$ cat src/spifc_pkg.sv
/*
  Shared types and constants of the serial-link control block.
  Assumes a 10 MHz module clock and an 8-bit shift width.
*/
package spifc_pkg;

  // ==========================================================
  // Timing
  localparam int unsigned SPIFC_CLK_NS      = 100;
  // Controller SCK half period, fixed here since baud is not covered
  localparam int unsigned SPIFC_SCK_HALF_NS = 400;
  localparam logic [3:0]  SPIFC_HALF_CLKS   =
    4'(SPIFC_SCK_HALF_NS / SPIFC_CLK_NS);
  localparam logic [3:0]  SPIFC_XFER_BITS   = 4'h8;
  localparam logic [7:0]  SPIFC_DATA_RST    = 8'h00;

  // ==========================================================
  // Types
  typedef enum logic [2:0] {
    SPIFC_IDLE   = 3'b001,
    SPIFC_SHIFT  = 3'b010,
    SPIFC_FINISH = 3'b100
  } spifc_phase_t;

  typedef struct packed {
    logic block_enable;
    logic controller_select;
    logic ss_drive_enable;
    logic fault_detect_enable;
  } spifc_ctrl1_t;

  typedef struct packed {
    logic single_wire_select;
    logic halt_in_wait;
    logic shared_pin_output_enable;
  } spifc_ctrl2_t;

  typedef struct packed {
    logic mode_fault_flag;
    logic rx_full_flag;
    logic tx_empty_flag;
  } spifc_stat_t;

  typedef struct packed {
    logic sck;
    logic sck_oe;
    logic mosi;
    logic mosi_oe;
    logic miso;
    logic miso_oe;
    logic ss;
    logic ss_oe;
  } spifc_pins_t;

  typedef struct packed {
    logic sck;
    logic mosi;
    logic miso;
    logic ss;
  } spifc_sync_t;

  typedef struct packed {
    spifc_ctrl1_t c1;
    spifc_ctrl2_t c2;
    spifc_stat_t  flags;
    spifc_stat_t  seen;
    logic [7:0]   data_reg;
    logic [7:0]   tx_buf;
    logic         tx_pend;
    logic [7:0]   shifter;
    logic         out_hold;
    logic [3:0]   bits;
    logic [3:0]   div;
    logic         sck_lvl;
    spifc_phase_t ph;
    spifc_sync_t  s1;
    spifc_sync_t  s2;
    logic         sck_prev;
    logic         ss_prev;
    logic         halted_prev;
    logic         wait_xfer;
    spifc_pins_t  pins;
    logic         irq;
  } spifc_state_t;

  function automatic spifc_state_t spifc_rst_f();
    spifc_state_t r;
    r = '0;
    r.flags.tx_empty_flag = 1'b1;
    r.data_reg = SPIFC_DATA_RST;
    r.ph = SPIFC_IDLE;
    r.s1.ss = 1'b1;
    r.s2.ss = 1'b1;
    r.ss_prev = 1'b1;
    r.pins.ss = 1'b1;
    return r;
  endfunction

  localparam spifc_state_t SPIFC_RST = spifc_rst_f();

endpackage
$ cat src/spifc_ctrl.sv
/*
  Control core of the serial-link unit: slave-select output, single-wire
  mode, mode-fault handling, flags and low-power behaviour.
  Assumes register accesses arrive as one-cycle strobes on i_ref_clk and
  that the link pins come from outside and are resynchronised here.
*/
`timescale 1ns/1ps

// Function
// - Drive select low in transfer, high idle
// - Select output only controller, both enables
// - No fault detection while select output on
// - Single-wire select picks shared data pin
// - Shared pin direction from its output enable
// - SCK out as controller, in as target
// - Fault in single-wire controller moves to MISO
// - Controller with detect enable faults on low
// - Detect disabled controller ignores select pin
// - Target never raises a mode fault
// - Fault drops controller, aborts, releases pins
// - Fault in single-wire mode clears shared pin output enable
// - Status read then control write clears fault
// - Pending byte stays queued on mode fault
// - Block disabled freezes core, registers stay
// - Halt in wait stops clock generation
// - Controller transfer pauses and resumes over wait
// - Target keeps shifting on external clock in wait
// - Target defers flag and copy, drops pending
// - Copy on exit only if wait touched transfer
// - Stop freezes controller, independent of halt bit
// - Data register reads zero after reset
// - Interrupt is OR of three flags when enabled
// - Set receive full and transmit empty flags
// - Receive full half SCK after last edge
module spifc_ctrl
  import spifc_pkg::*;
(
  // Clock and reset
  input  wire logic         i_ref_clk,
  input  wire logic         i_rst_n,
  // Register access strobes
  input  wire spifc_ctrl1_t i_ctrl1,
  input  wire logic         i_ctrl1_wr,
  input  wire spifc_ctrl2_t i_ctrl2,
  input  wire logic         i_ctrl2_wr,
  input  wire logic         i_status_rd,
  input  wire logic         i_data_rd,
  input  wire logic         i_data_wr,
  input  wire logic [7:0]   i_data,
  // Processor power state
  input  wire logic         i_wait,
  input  wire logic         i_stop,
  // Link pins in
  input  wire logic         i_sck,
  input  wire logic         i_mosi,
  input  wire logic         i_miso,
  input  wire logic         i_ss,
  // Link pins out
  output spifc_pins_t       o_pins,
  // Register readback
  output logic [7:0]        o_data_reg,
  output spifc_stat_t       o_status,
  output spifc_ctrl1_t      o_ctrl1,
  output spifc_ctrl2_t      o_ctrl2,
  output logic              o_irq
);

  // ==========================================================
  // State
  spifc_state_t s;
  spifc_state_t nx;
  logic         halted;
  logic         en;
  logic         ctl;
  logic         din;
  logic         rise;
  logic         fall;
  logic         fault;

  // ==========================================================
  // Next state
  always_comb begin
    nx = s;
    // Stop mode halts regardless of the halt-in-wait bit
    halted = (i_wait & s.c2.halt_in_wait) | i_stop;
    en = s.c1.block_enable;
    ctl = s.c1.controller_select;
    din = (ctl ^ s.c2.single_wire_select) ? s.s2.miso : s.s2.mosi;
    rise = 1'b0;
    fall = 1'b0;
    fault = en & ctl & s.c1.fault_detect_enable
          & ~s.c1.ss_drive_enable & ~s.s2.ss;

    // Only the second stage of each synchroniser is read
    nx.s1 = {i_sck, i_mosi, i_miso, i_ss};
    nx.s2 = s.s1;
    nx.sck_prev = s.s2.sck;
    nx.ss_prev = s.s2.ss;
    nx.halted_prev = halted;

    // Register side stays live even while disabled
    if (i_status_rd) begin
      nx.seen = s.flags;
    end
    if (i_ctrl2_wr) begin
      nx.c2 = i_ctrl2;
    end
    if (i_ctrl1_wr) begin
      nx.c1 = i_ctrl1;
      if (s.seen.mode_fault_flag) begin
        nx.flags.mode_fault_flag = 1'b0;
        nx.seen.mode_fault_flag = 1'b0;
      end
    end
    if (i_data_rd && s.seen.rx_full_flag) begin
      nx.flags.rx_full_flag = 1'b0;
      nx.seen.rx_full_flag = 1'b0;
    end
    if (i_data_wr) begin
      nx.tx_buf = i_data;
      nx.tx_pend = 1'b1;
      if (s.seen.tx_empty_flag) begin
        nx.flags.tx_empty_flag = 1'b0;
        nx.seen.tx_empty_flag = 1'b0;
      end
    end

    // Core runs only when enabled
    if (en) begin
      // Target wait entry and exit bookkeeping
      if (!ctl && halted && !s.halted_prev) begin
        if (s.ph == SPIFC_FINISH) begin
          nx.ph = SPIFC_IDLE;
        end
        if (s.ph == SPIFC_SHIFT) begin
          nx.wait_xfer = 1'b1;
        end
      end
      if (!ctl && !halted && s.halted_prev && s.ph != SPIFC_IDLE) begin
        nx.wait_xfer = 1'b1;
      end
      if (!ctl && !halted && s.wait_xfer && s.ph == SPIFC_IDLE) begin
        nx.data_reg = s.shifter;
        nx.flags.rx_full_flag = 1'b1;
        nx.wait_xfer = 1'b0;
      end

      unique case (s.ph)
        SPIFC_IDLE: begin
          if ((ctl && s.tx_pend && !halted && !s.flags.mode_fault_flag)
              || (!ctl && !s.s2.ss && s.ss_prev)) begin
            // Target loads the transmit buffer on every select fall; with no new
            // write it sends the last byte written again
            nx.shifter = s.tx_buf;
            nx.out_hold = s.tx_buf[7];
            nx.bits = '0;
            nx.div = SPIFC_HALF_CLKS - 4'h1;
            nx.sck_lvl = 1'b0;
            nx.ph = SPIFC_SHIFT;
            if (s.tx_pend) begin
              // A byte written in this very cycle must stay queued
              nx.tx_pend = i_data_wr;
              nx.flags.tx_empty_flag = 1'b1;
            end
          end
        end
        SPIFC_SHIFT: begin
          if (!ctl && s.s2.ss) begin
            nx.ph = SPIFC_IDLE;
          end else if (!(ctl && halted)) begin
            if (ctl) begin
              if (s.div == 4'h0) begin
                nx.div = SPIFC_HALF_CLKS - 4'h1;
                nx.sck_lvl = ~s.sck_lvl;
                rise = ~s.sck_lvl;
                fall = s.sck_lvl;
              end else begin
                nx.div = s.div - 4'h1;
              end
            end else begin
              // Target follows the outside clock even in wait
              rise = s.s2.sck & ~s.sck_prev;
              fall = ~s.s2.sck & s.sck_prev;
            end
            if (rise) begin
              nx.shifter = {s.shifter[6:0], din};
              nx.bits = s.bits + 4'h1;
            end
            if (fall) begin
              if (s.bits == SPIFC_XFER_BITS) begin
                nx.ph = SPIFC_FINISH;
                nx.div = SPIFC_HALF_CLKS - 4'h1;
              end else begin
                nx.out_hold = s.shifter[7];
              end
            end
          end
        end
        SPIFC_FINISH: begin
          if (!(ctl && halted)) begin
            if (s.div == 4'h0) begin
              nx.ph = SPIFC_IDLE;
              if (!ctl && halted) begin
                nx.wait_xfer = 1'b1;
              end else begin
                nx.data_reg = s.shifter;
                nx.flags.rx_full_flag = 1'b1;
                nx.wait_xfer = 1'b0;
              end
            end else begin
              nx.div = s.div - 4'h1;
            end
          end
        end
      endcase
    end

    // Fault wins over any software write in the same cycle
    if (fault) begin
      nx.flags.mode_fault_flag = 1'b1;
      nx.c1.controller_select = 1'b0;
      nx.ph = SPIFC_IDLE;
      nx.sck_lvl = 1'b0;
      nx.wait_xfer = 1'b0;
      if (s.c2.single_wire_select) begin
        nx.c2.shared_pin_output_enable = 1'b0;
      end
    end

    // Pin drive follows the next state so pins come from flops
    nx.pins.sck = nx.sck_lvl;
    nx.pins.sck_oe = nx.c1.block_enable & nx.c1.controller_select;
    nx.pins.ss = (nx.ph == SPIFC_IDLE);
    nx.pins.ss_oe = nx.c1.block_enable & nx.c1.controller_select
                  & nx.c1.ss_drive_enable & nx.c1.fault_detect_enable;
    nx.pins.mosi = nx.out_hold;
    nx.pins.miso = nx.out_hold;
    nx.pins.mosi_oe = nx.c1.block_enable & nx.c1.controller_select
                    & (~nx.c2.single_wire_select
                       | nx.c2.shared_pin_output_enable);
    // Target buffer stays off while a fault is flagged
    nx.pins.miso_oe = nx.c1.block_enable & ~nx.c1.controller_select
                    // Second sync stage only: the first may be metastable
                    & ~s.s2.ss & ~nx.flags.mode_fault_flag
                    & (~nx.c2.single_wire_select
                       | nx.c2.shared_pin_output_enable);
    nx.irq = nx.c1.block_enable & (|nx.flags);
  end

  always_ff @(posedge i_ref_clk) begin
    if (!i_rst_n) begin
      s <= SPIFC_RST;
    end else begin
      s <= nx;
    end
  end

  // ==========================================================
  // Outputs
  assign o_pins = s.pins;
  assign o_data_reg = s.data_reg;
  assign o_status = s.flags;
  assign o_ctrl1 = s.c1;
  assign o_ctrl2 = s.c2;
  assign o_irq = s.irq;
endmodule

$ cat config.mk
export PLATFORM = sky130hd
export DESIGN_NAME = spifc_ctrl
export DESIGN_NICKNAME = d
export VERILOG_FILES = /design/src/spifc_pkg.sv /design/src/spifc_ctrl.sv
export SDC_FILE = /design/constraint.sdc
export NUM_CORES = 1
export LEC_CHECK = 0
export ABC_AREA = 1
export BUFFER_PORTS_ARGS = -buffer_cell sky130_fd_sc_hd__buf_2
export CORE_MARGIN = 2
export CORE_UTILIZATION = 60
export DETAILED_ROUTE_END_ITERATION = 8
export PLACE_DENSITY = 0.85
export SYNTH_ARGS = -nofsm -noshare
export SYNTH_HDL_FRONTEND = slang
export SYNTH_SLANG_ARGS = --single-unit
$ cat constraint.sdc
create_clock -name i_ref_clk -period 3.4 [get_ports i_ref_clk]
set_clock_uncertainty 0.1 [all_clocks]
set_input_delay 0.51 -clock i_ref_clk [delete_from_list [all_inputs] [get_ports i_ref_clk]]
set_output_delay 0.51 -clock i_ref_clk [all_outputs]
set_load 0.005 [all_outputs]
==> results of run 1 <==
-- cell usage after synthesis, types with 2 or more instances --
| library cell | instances |
|---|---|
| nand2_1 | 89 |
| nor2_1 | 80 |
| dfxtp_1 | 69 |
| inv_1 | 42 |
| o21ai_0 | 31 |
| buf_4 | 29 |
| nand3_1 | 29 |
| a21oi_1 | 27 |
| o21ai_1 | 12 |
| inv_2 | 10 |
| clkbuf_1 | 7 |
| nor2_2 | 6 |
| or2_2 | 5 |
| ha_1 | 4 |
| a21oi_2 | 3 |
| nor3_1 | 3 |
| mux2i_1 | 2 |
| nand2_2 | 2 |
| nand4_1 | 2 |
| xnor2_1 | 2 |
| xor2_1 | 2 |
-- stage by stage --
| stage | cell area [µm²] | util [%] | setup WS (ns) | power (µW) | instances |
|---|---|---|---|---|---|
| 2_1_floorplan | 3385 | - | 1.724 | 999.1 | 476 |
| 3_3_place_gp | 3488 | 63.74 | 1.115 | 1036 | 564 |
| 3_5_place_dp | 3488 | 63.74 | 1.077 | 1041 | 564 |
| 4_1_cts | 3709 | 67.76 | 1.051 | 1785 | 580 |
| 5_1_grt | 3709 | 67.76 | 0.8814 | 1849 | 580 |
| 6_report | 3709 | 67.76 | 1.001 | 1779 | 580 |
-- area by class of cell --
cell class / count / share of cell area, %
multi-input combinational: 314 / 41.36
sequential: 69 / 37.25
timing repair buffer: 55 / 7.490
inverter: 54 / 5.533
clock buffer: 10 / 3.441
clock inverter: 6 / 2.497
tap: 72 / 2.429
-- critical path, stage by stage (launching register included) --
cell     delay (ns)
dfxtp_1        0.34
inv_1          0.14
ha_1           0.19
nand2_1        0.15
nor2_2         0.22
nand2_2        0.09
a21oi_2        0.64
inv_1          0.23
nand2_1        0.11
a21oi_1        0.07
-- final timing paths --
kind	startpoint	endpoint	slack, ns	depth (start not counted)
hold reg to reg	nx[14]	s[14]	0.32	2
setup / recovery	s[25]	s[9]	1.00	9
hold / removal	i_miso	nx[14]	0.24	3
setup reg to reg	s[25]	s[9]	1.00	9
-- cells in the final DEF, fill, tap and decap left out, types with 2 or more instances in the layout --
master and n:
nand2_1 89, nor2_1 80, dfxtp_1 69, buf_2 54
inv_1 42, o21ai_0 31, nand3_1 29, a21oi_1 27
o21ai_1 12, inv_2 10, clkbuf_8 9, nor2_2 6
or2_2 5, ha_1 4, nor3_1 3, a21oi_2 3
nand2_2 2, mux2i_1 2, xor2_1 2, xnor2_1 2
nand4_1 2, bufinv_16 2, clkinvlp_4 2, inv_6 2
-- power breakdown --
group	total, µW	internal [µW]	leakage [µW]	switching (µW)
sequential	864	839	0.000564	24.6
clock	752	418	0.000104	333
combinational	163	61.3	0.00107	102
-- per-layer routing --
metal	up-vias	global-route usage, %	share of wire, %	routed length, µm
met2	159	44.41	47	3736
met5	-	0	0	0
met4	0	11.72	2.4	195
met1	1447	33.93	43	3465
li1	1548	-	-	-
met3	19	6.364	7.7	618
-- kinds of logic after synthesis --
| logic type | count (synthesis) | synth area share [%] |
|---|---|---|
| and+or+nand+nor | 222 | 28.58 |
| AOI/OAI and AO/OA | 82 | 13.64 |
| xor gates and xnor gates | 4 | 1.035 |
| buffers and inverters | 93 | 13.86 |
| muxes | 2 | 0.5915 |
| DFF | 69 | 40.81 |
| adders and majority gates | 4 | 1.479 |
==> reports/metrics.cfg, run 1 <==
[clock_network]
cts_hold_buf = 0
clock_path_buffers = 2
post_cts_buffers = 0
tritoncts = built
htree_levels = 3
cts_root_buffer = clkbuf_8
clk_latency_ns = 0.34
cts_resized = 0
clk_pin_slew_worst_paths_ns = 0.08
cts_made_buffers = 9
numClockSinks = 69

[drt]
viasPerCell = 5.471
drt_iter0_drc = 408
routed_wirelength_um = 8015
num_vias = 3173
drc_errors = 0
drt-pass1-iter-count = 5
wire_per_inst_um = 13.82
ant_nets = 0

[final_layout]
drive_gt1_share_pct = 20.47
multi_input_area_um2 = 1534
regArea_um2 = 1381
area_delta_synth_final_pct = 9.575
fill_cells = 480
largest_reg_flops = 37
n_antenna_cell = 0
nNetsFinal = 535

[floorplan]
fp.dieH_um = 79.11
die_x_um = 79.11
boundaryPins = 55
core_region_area_um2 = 5473
die_area_um2 = 6258
rows = 27
start_util_pct = 61.84

[logic_synthesis]
synth_area_leader_cell = dfxtp_1
syn-instance-count = 476
ys_seq_area_share_pct = 40.81
synthArstFlopShare_pct = 0
synth_cell_type_count = 41
syn-num-nets = 508
ys_warn_count = 0
syn_area_um2 = 3384
synthTopCellsByArea = dfxtp_1 (41%), nand2_1 (9.9%), nor2_1 (8.9%)
synthFlopType = dfxtp_1
yosysTopAreaCellShare_pct = 40.81
synth-seq-cells = 69
synth_edf_count = 0
avgSynthCellArea_um2 = 7.110

[timing]
setup_violations = 0
finalSetupTns_ns = 0
maxSlewHeadroom_pct = 44.89
hold_viol = 0
rsz0062_at_grt = false
hold_ws_ns = 0.2410
finalCritPeriodShare_pct = 70.55
fin_crit_ns = 2.399
drv_slew = 0
fmax_mhz = 416.9
worstMarginPinSlew_ns = 0.8267

[placed_design]
gp_congestion = 0.9744
hpwl_um = 5601
port_buffers = 54

[worst_setup_path]
cp-end-kind = flop
critPathRequiredTime_ns = 3.53
path_class = reg2reg
start_kind = flop
worstPathMaxFanout = 15
cp.arrival_ns = 2.53

[global_route]
grt_usage_pct = 27.05
grt_pass1_wl_um = 13250
gr-total-overflow = 0
grt_max_degree = 43
grt_pass1_vias = 2955
antenna_found_initial = 0

[power]
peakVddDrop_uv = 525.8
p_leak_uw = 0.001741
p_per_area_nw_per_um2 = 479.6

[run_status]
status = finished clean

[job]
max_cap_violations = 0

[hold_path]
hp-class = in2reg

No activity file was read; power rests on OpenSTA's default activity.
==> inputs of run 2 (changes only) <==
- CORE_UTILIZATION: 60 -> 56
- PLACE_DENSITY: 0.85 -> 0.8
- clock period: 3.4 -> 2.5 ns (I/O delays scaled with it)
==> run 2 against run 1 <==
Cell count up 0.86%. Core utilization down 5.0 points. Die area up 6.8%. Global-route usage down 2.1 points. Total power up 27%. First-iteration DRC count down 32%. Wire length down 4.0%. Via count down 4.5%. Count of clock-buffer cells in the layout up 2. Largest power group unchanged.
==> reports/metrics.cfg, run 2 (same netlist as run 1, synthesis figures left out) <==
[run_status]
status = finished clean

[final_layout]
mostFrequentLayoutCells = nand2_1 (89), nor2_1 (80), dfxtp_1 (69)
n_antenna_cell = 0
area_delta_synth_final_pct = 9.094
drive_gt1_share_pct = 20.78
final_common_cell = nand2_1
largest_reg_flops = 37
fill_cells = 555
nNetsFinal = 537

[timing]
finalCritPeriodShare_pct = 90.00
finalWorstSetupSlack_ns = 0.2499
maxSlewHeadroom_pct = 64.20
fmax_mhz = 444.4
fin_crit_ns = 2.250
hold_ws_ns = 0.09626
worstMarginPinSlew_ns = 0.5363
hold_viol = 0
rsz0062_at_grt = false
drv_slew = 0
setup_violations = 0
finalSetupTns_ns = 0

[global_route]
grt_pass1_wl_um = 12540
gr-total-overflow = 0
grt_pass1_vias = 2704
grt_usage_pct = 24.97
antenna_found_initial = 0
grt_max_degree = 43

[worst_setup_path]
cp.arrival_ns = 2.40
start_kind = flop
crit_family = simple AND/OR/NAND/NOR gates
crit_chain = inv_2, nand3_1, nand2_1, o21ai_4, nor2_8, nand2_4, inv_2, nor2_1, nor2_1
cp-end-kind = flop
critPathRequiredTime_ns = 2.65
path_class = reg2reg
worstPathMaxFanout = 14
slowest_delay_ns = 0.65
worst_path_max_delay_cell = dfxtp_1
crit_buf_inv = 2

[power]
p_leak_uw = 0.001741
p_per_area_nw_per_um2 = 609.4
peakVddDrop_uv = 533.3

[drt]
num_vias = 3031
drt-pass1-iter-count = 5
routed_wirelength_um = 7696
drc_errors = 0
ant_nets = 0
wire_per_inst_um = 13.16
drt_iter0_drc = 279
viasPerCell = 5.181

[clock_network]
tritoncts = built
cts_root_buffer = clkbuf_8
clk_latency_ns = 0.36
clk_pin_slew_worst_paths_ns = 0.07
cts_made_buffers = 9
htree_levels = 3
numClockSinks = 69
cts_hold_buf = 0
cts_resized = 0
clock_path_buffers = 2
post_cts_buffers = 0

[hold_path]
hp-class = in2reg

[floorplan]
core_region_area_um2 = 5886
fp.dieH_um = 81.74
die_area_um2 = 6681
boundaryPins = 55
die_x_um = 81.74
start_util_pct = 57.50
rows = 28

[placed_design]
hpwl_um = 5628
gp_congestion = 0.9166
port_buffers = 54
dp_slack_ns = 0.2924

[job]
max_cap_violations = 0

==> run 2: cell count changes in the layout (fill, tap and decap cells not counted), sizes merged <==
cell      previous run  this run
clkinv               1         2
buf                 55        57
clkinvlp             2         1
bufinv               2         0
clkbuf              10        12
==> run 2: metrics by stage <==
stage / power (µW) / area [µm²] / instances / utilization [%]
3_3_place_gp: 1414 / 3507 / 569 / 59.59
6_report: 2250 / 3692 / 585 / 62.73
2_1_floorplan: 1359 / 3385 / 476 / -
4_1_cts: 2260 / 3692 / 585 / 62.73
5_1_grt: 2345 / 3692 / 585 / 62.73
3_5_place_dp: 1420 / 3507 / 569 / 59.59
==> run 2: layout make-up <==
| cell class | instances | area [µm²] | share of cell area, % |
|---|---|---|---|
| well taps | 75 | 93.84 | 2.542 |
| flip-flops and latches | 69 | 1381 | 37.41 |
| clock buffers | 12 | 155.1 | 4.202 |
| clock inverters | 4 | 30.03 | 0.8133 |
| inverters | 54 | 205.2 | 5.557 |
| repair buffers | 57 | 292.8 | 7.930 |
| multi-input cells | 314 | 1534 | 41.55 |
==> run 2: per-layer routing <==
metal  wire length [µm]  vias to the layer above  track usage, %
li1                   -                     1553               -
met1               3500                     1365           32.65
met2               3626                      103           40.24
met3                446                       10           4.945
met4                123                        0           10.33
met5                  0                        -               0
==> run 2: worst register-to-register path: stages, from the launching register on <==
cell and delay [ns]:
dfxtp_1 0.65, inv_2 0.17, nand3_1 0.13, nand2_1 0.28, o21ai_4 0.32, nor2_8 0.08, nand2_4 0.15, inv_2 0.10
nor2_1 0.11, nor2_1 0.06
==> run 2: final timing paths <==
check | startpoint | cells past startpoint | endpoint | slack (ns)
setup / recovery | ctl | 9 | s[35] | 0.25
hold / removal | i_miso | 3 | nx[14] | 0.1
setup reg to reg | ctl | 9 | s[35] | 0.25
hold reg to reg | nx[15] | 2 | s[15] | 0.31
==> run 2: power by group <==
part,leakage (µW),internal (µW),switching (µW)
combinational,0.00108,84.6,138
clock,0.0000934,420,433
sequential,0.000564,1140,32.9
==> inputs of run 3 (changes only) <==
- MAX_ROUTING_LAYER: not set -> met4
- RECOVER_POWER: not set -> 25
==> run 3 against run 2 <==
Critical endpoint is now s[34]. Combinational power about the same. Count of clock-buffer cells in the layout unchanged. Setup slack better by 0.047 ns. Critical path depth did not move. Cell count stayed put. Critical path type unchanged. Sequential share of layout area decreased by 0.56 points. Fmax up 2.2%. Largest cell class unchanged. Sequential power about the same. Total power up 11%. Die area stayed put. Final area rose by 1.5%. Via count rose by 0.23%.
==> reports/metrics.cfg, run 3 (same netlist as run 1, synthesis figures left out) <==
[floorplan]
die_area_um2 = 6681
boundaryPins = 55
fp.dieH_um = 81.74
start_util_pct = 57.50
core_region_area_um2 = 5886
rows = 28
die_x_um = 81.74

[timing]
fmax_mhz = 454.0
finalCritPeriodShare_pct = 88.11
maxSlewHeadroom_pct = 61.89
finalWorstSetupSlack_ns = 0.2974
drv_slew = 0
finalSetupTns_ns = 0
worstMarginPinSlew_ns = 0.5711
hold_viol = 0
setup_violations = 0
rsz0062_at_grt = false
fin_crit_ns = 2.203

[placed_design]
port_buffers = 54
hpwl_um = 5643
gp_congestion = 0.9545
dp_slack_ns = 0.3547

[final_layout]
nNetsFinal = 537
multi_input_area_um2 = 1534
regArea_um2 = 1381
largest_reg_flops = 37
n_antenna_cell = 0
mostFrequentLayoutCells = nand2_1 (89), nor2_1 (80), dfxtp_1 (69)
fill_cells = 539
drive_gt1_share_pct = 20.78
area_delta_synth_final_pct = 10.76
final_common_cell = nand2_1

[power]
peakVddDrop_uv = 471.6
p_leak_uw = 0.001768
p_per_area_nw_per_um2 = 664.6

[global_route]
grt_pass1_wl_um = 12590
grt_pass1_vias = 2686
antenna_found_initial = 0
grt_max_degree = 43
grt_usage_pct = 25.57
gr-total-overflow = 0

[drt]
viasPerCell = 5.193
routed_wirelength_um = 7762
wire_per_inst_um = 13.27
ant_nets = 0
drt_iter0_drc = 224
num_vias = 3038
drt-pass1-iter-count = 4
drc_errors = 0

[job]
max_cap_violations = 0

[clock_network]
cts_made_buffers = 9
cts_resized = 0
clk_latency_ns = 0.35
tritoncts = built
post_cts_buffers = 0
cts_root_buffer = clkbuf_8
numClockSinks = 69
htree_levels = 3
clk_pin_slew_worst_paths_ns = 0.08
clock_path_buffers = 2
cts_hold_buf = 0

[worst_setup_path]
slowest_delay_ns = 0.62
worst_path_max_delay_cell = dfxtp_1
path_class = reg2reg
worstPathMaxFanout = 14
path_depth = 9
crit_family = simple AND/OR/NAND/NOR gates
crit_buf_inv = 2
start_kind = flop
cp.arrival_ns = 2.35
reg2reg_to = s[34]
endpoint = s[34]
timing.rr.start = ctl
crit_chain = inv_2, nand3_1, nand2_1, o21ai_4, nor2_8, nand2_4, inv_2, nor2_1, nor2_1
crit_start = ctl
ff2ff_path_depth = 9
r2r_setup_slack_ns = 0.30
cp-end-kind = flop
critPathRequiredTime_ns = 2.65

[hold_path]
hp-class = in2reg

[run_status]
status = finished clean

run 3: worst register-to-register path, stage by stage (launching register included):
cell and delay [ns]:
dfxtp_1 0.62, inv_2 0.17, nand3_1 0.13, nand2_1 0.27, o21ai_4 0.31, nor2_8 0.08, nand2_4 0.14, inv_2 0.10
nor2_1 0.11, nor2_1 0.06
run 3: final cells by class:
cell class,instances,share of cell area [%]
clock buffers,12,4.406
inverters,54,5.474
flip-flops and latches,69,36.85
multi-input cells,314,40.92
well taps,75,2.503
repair buffers,57,7.777
clock inverters,4,2.069
run 3: through the flow:
| step | instances | total power [µW] | util (%) | instance area [µm²] | hold slack [ns] |
|---|---|---|---|---|---|
| CTS | 585 | 2497 | 63.71 | 3750 | 0.09511 |
| floorplan | 476 | 1359 | - | 3385 | 0.2905 |
| global placement | 569 | 1414 | 59.59 | 3507 | 0.3004 |
| global route | 585 | 2579 | 63.69 | 3749 | 0.1111 |
| detailed placement | 569 | 1419 | 59.59 | 3507 | 0.3010 |
| finish | 585 | 2491 | 63.69 | 3749 | 0.1023 |
run 3: worst min-delay path by stage:
stage	cells past startpoint	startpoint	slack, ns	endpoint
2_1_floorplan	2	nx[16]	0.29	nx[12]
3_3_place_gp	2	nx[14]	0.30	s[14]
3_5_place_dp	2	nx[14]	0.30	s[14]
4_1_cts	3	i_mosi	0.1	nx[15]
5_1_grt	2	i_ss	0.11	nx[13]
6_report	3	i_mosi	0.10	nx[15]
run 3: power breakdown:
group	internal, µW	leakage, µW	switching [µW]	total [µW]
Combinational	84.3	0.00108	139	224
Clock	649	0.000123	445	1090
Sequential	1140	0.000564	31.3	1170
Total	1880	0.00177	616	2490
run 3: metal layers:
metal | vias to the layer above | routed length, µm | track usage (%)
li1 | 1547 | - | -
met1 | 1392 | 3563 | 32.40
met2 | 84 | 3615 | 39.92
met3 | 15 | 419 | 4.835
met4 | 0 | 163 | 11.00
met5 | - | 0 | -
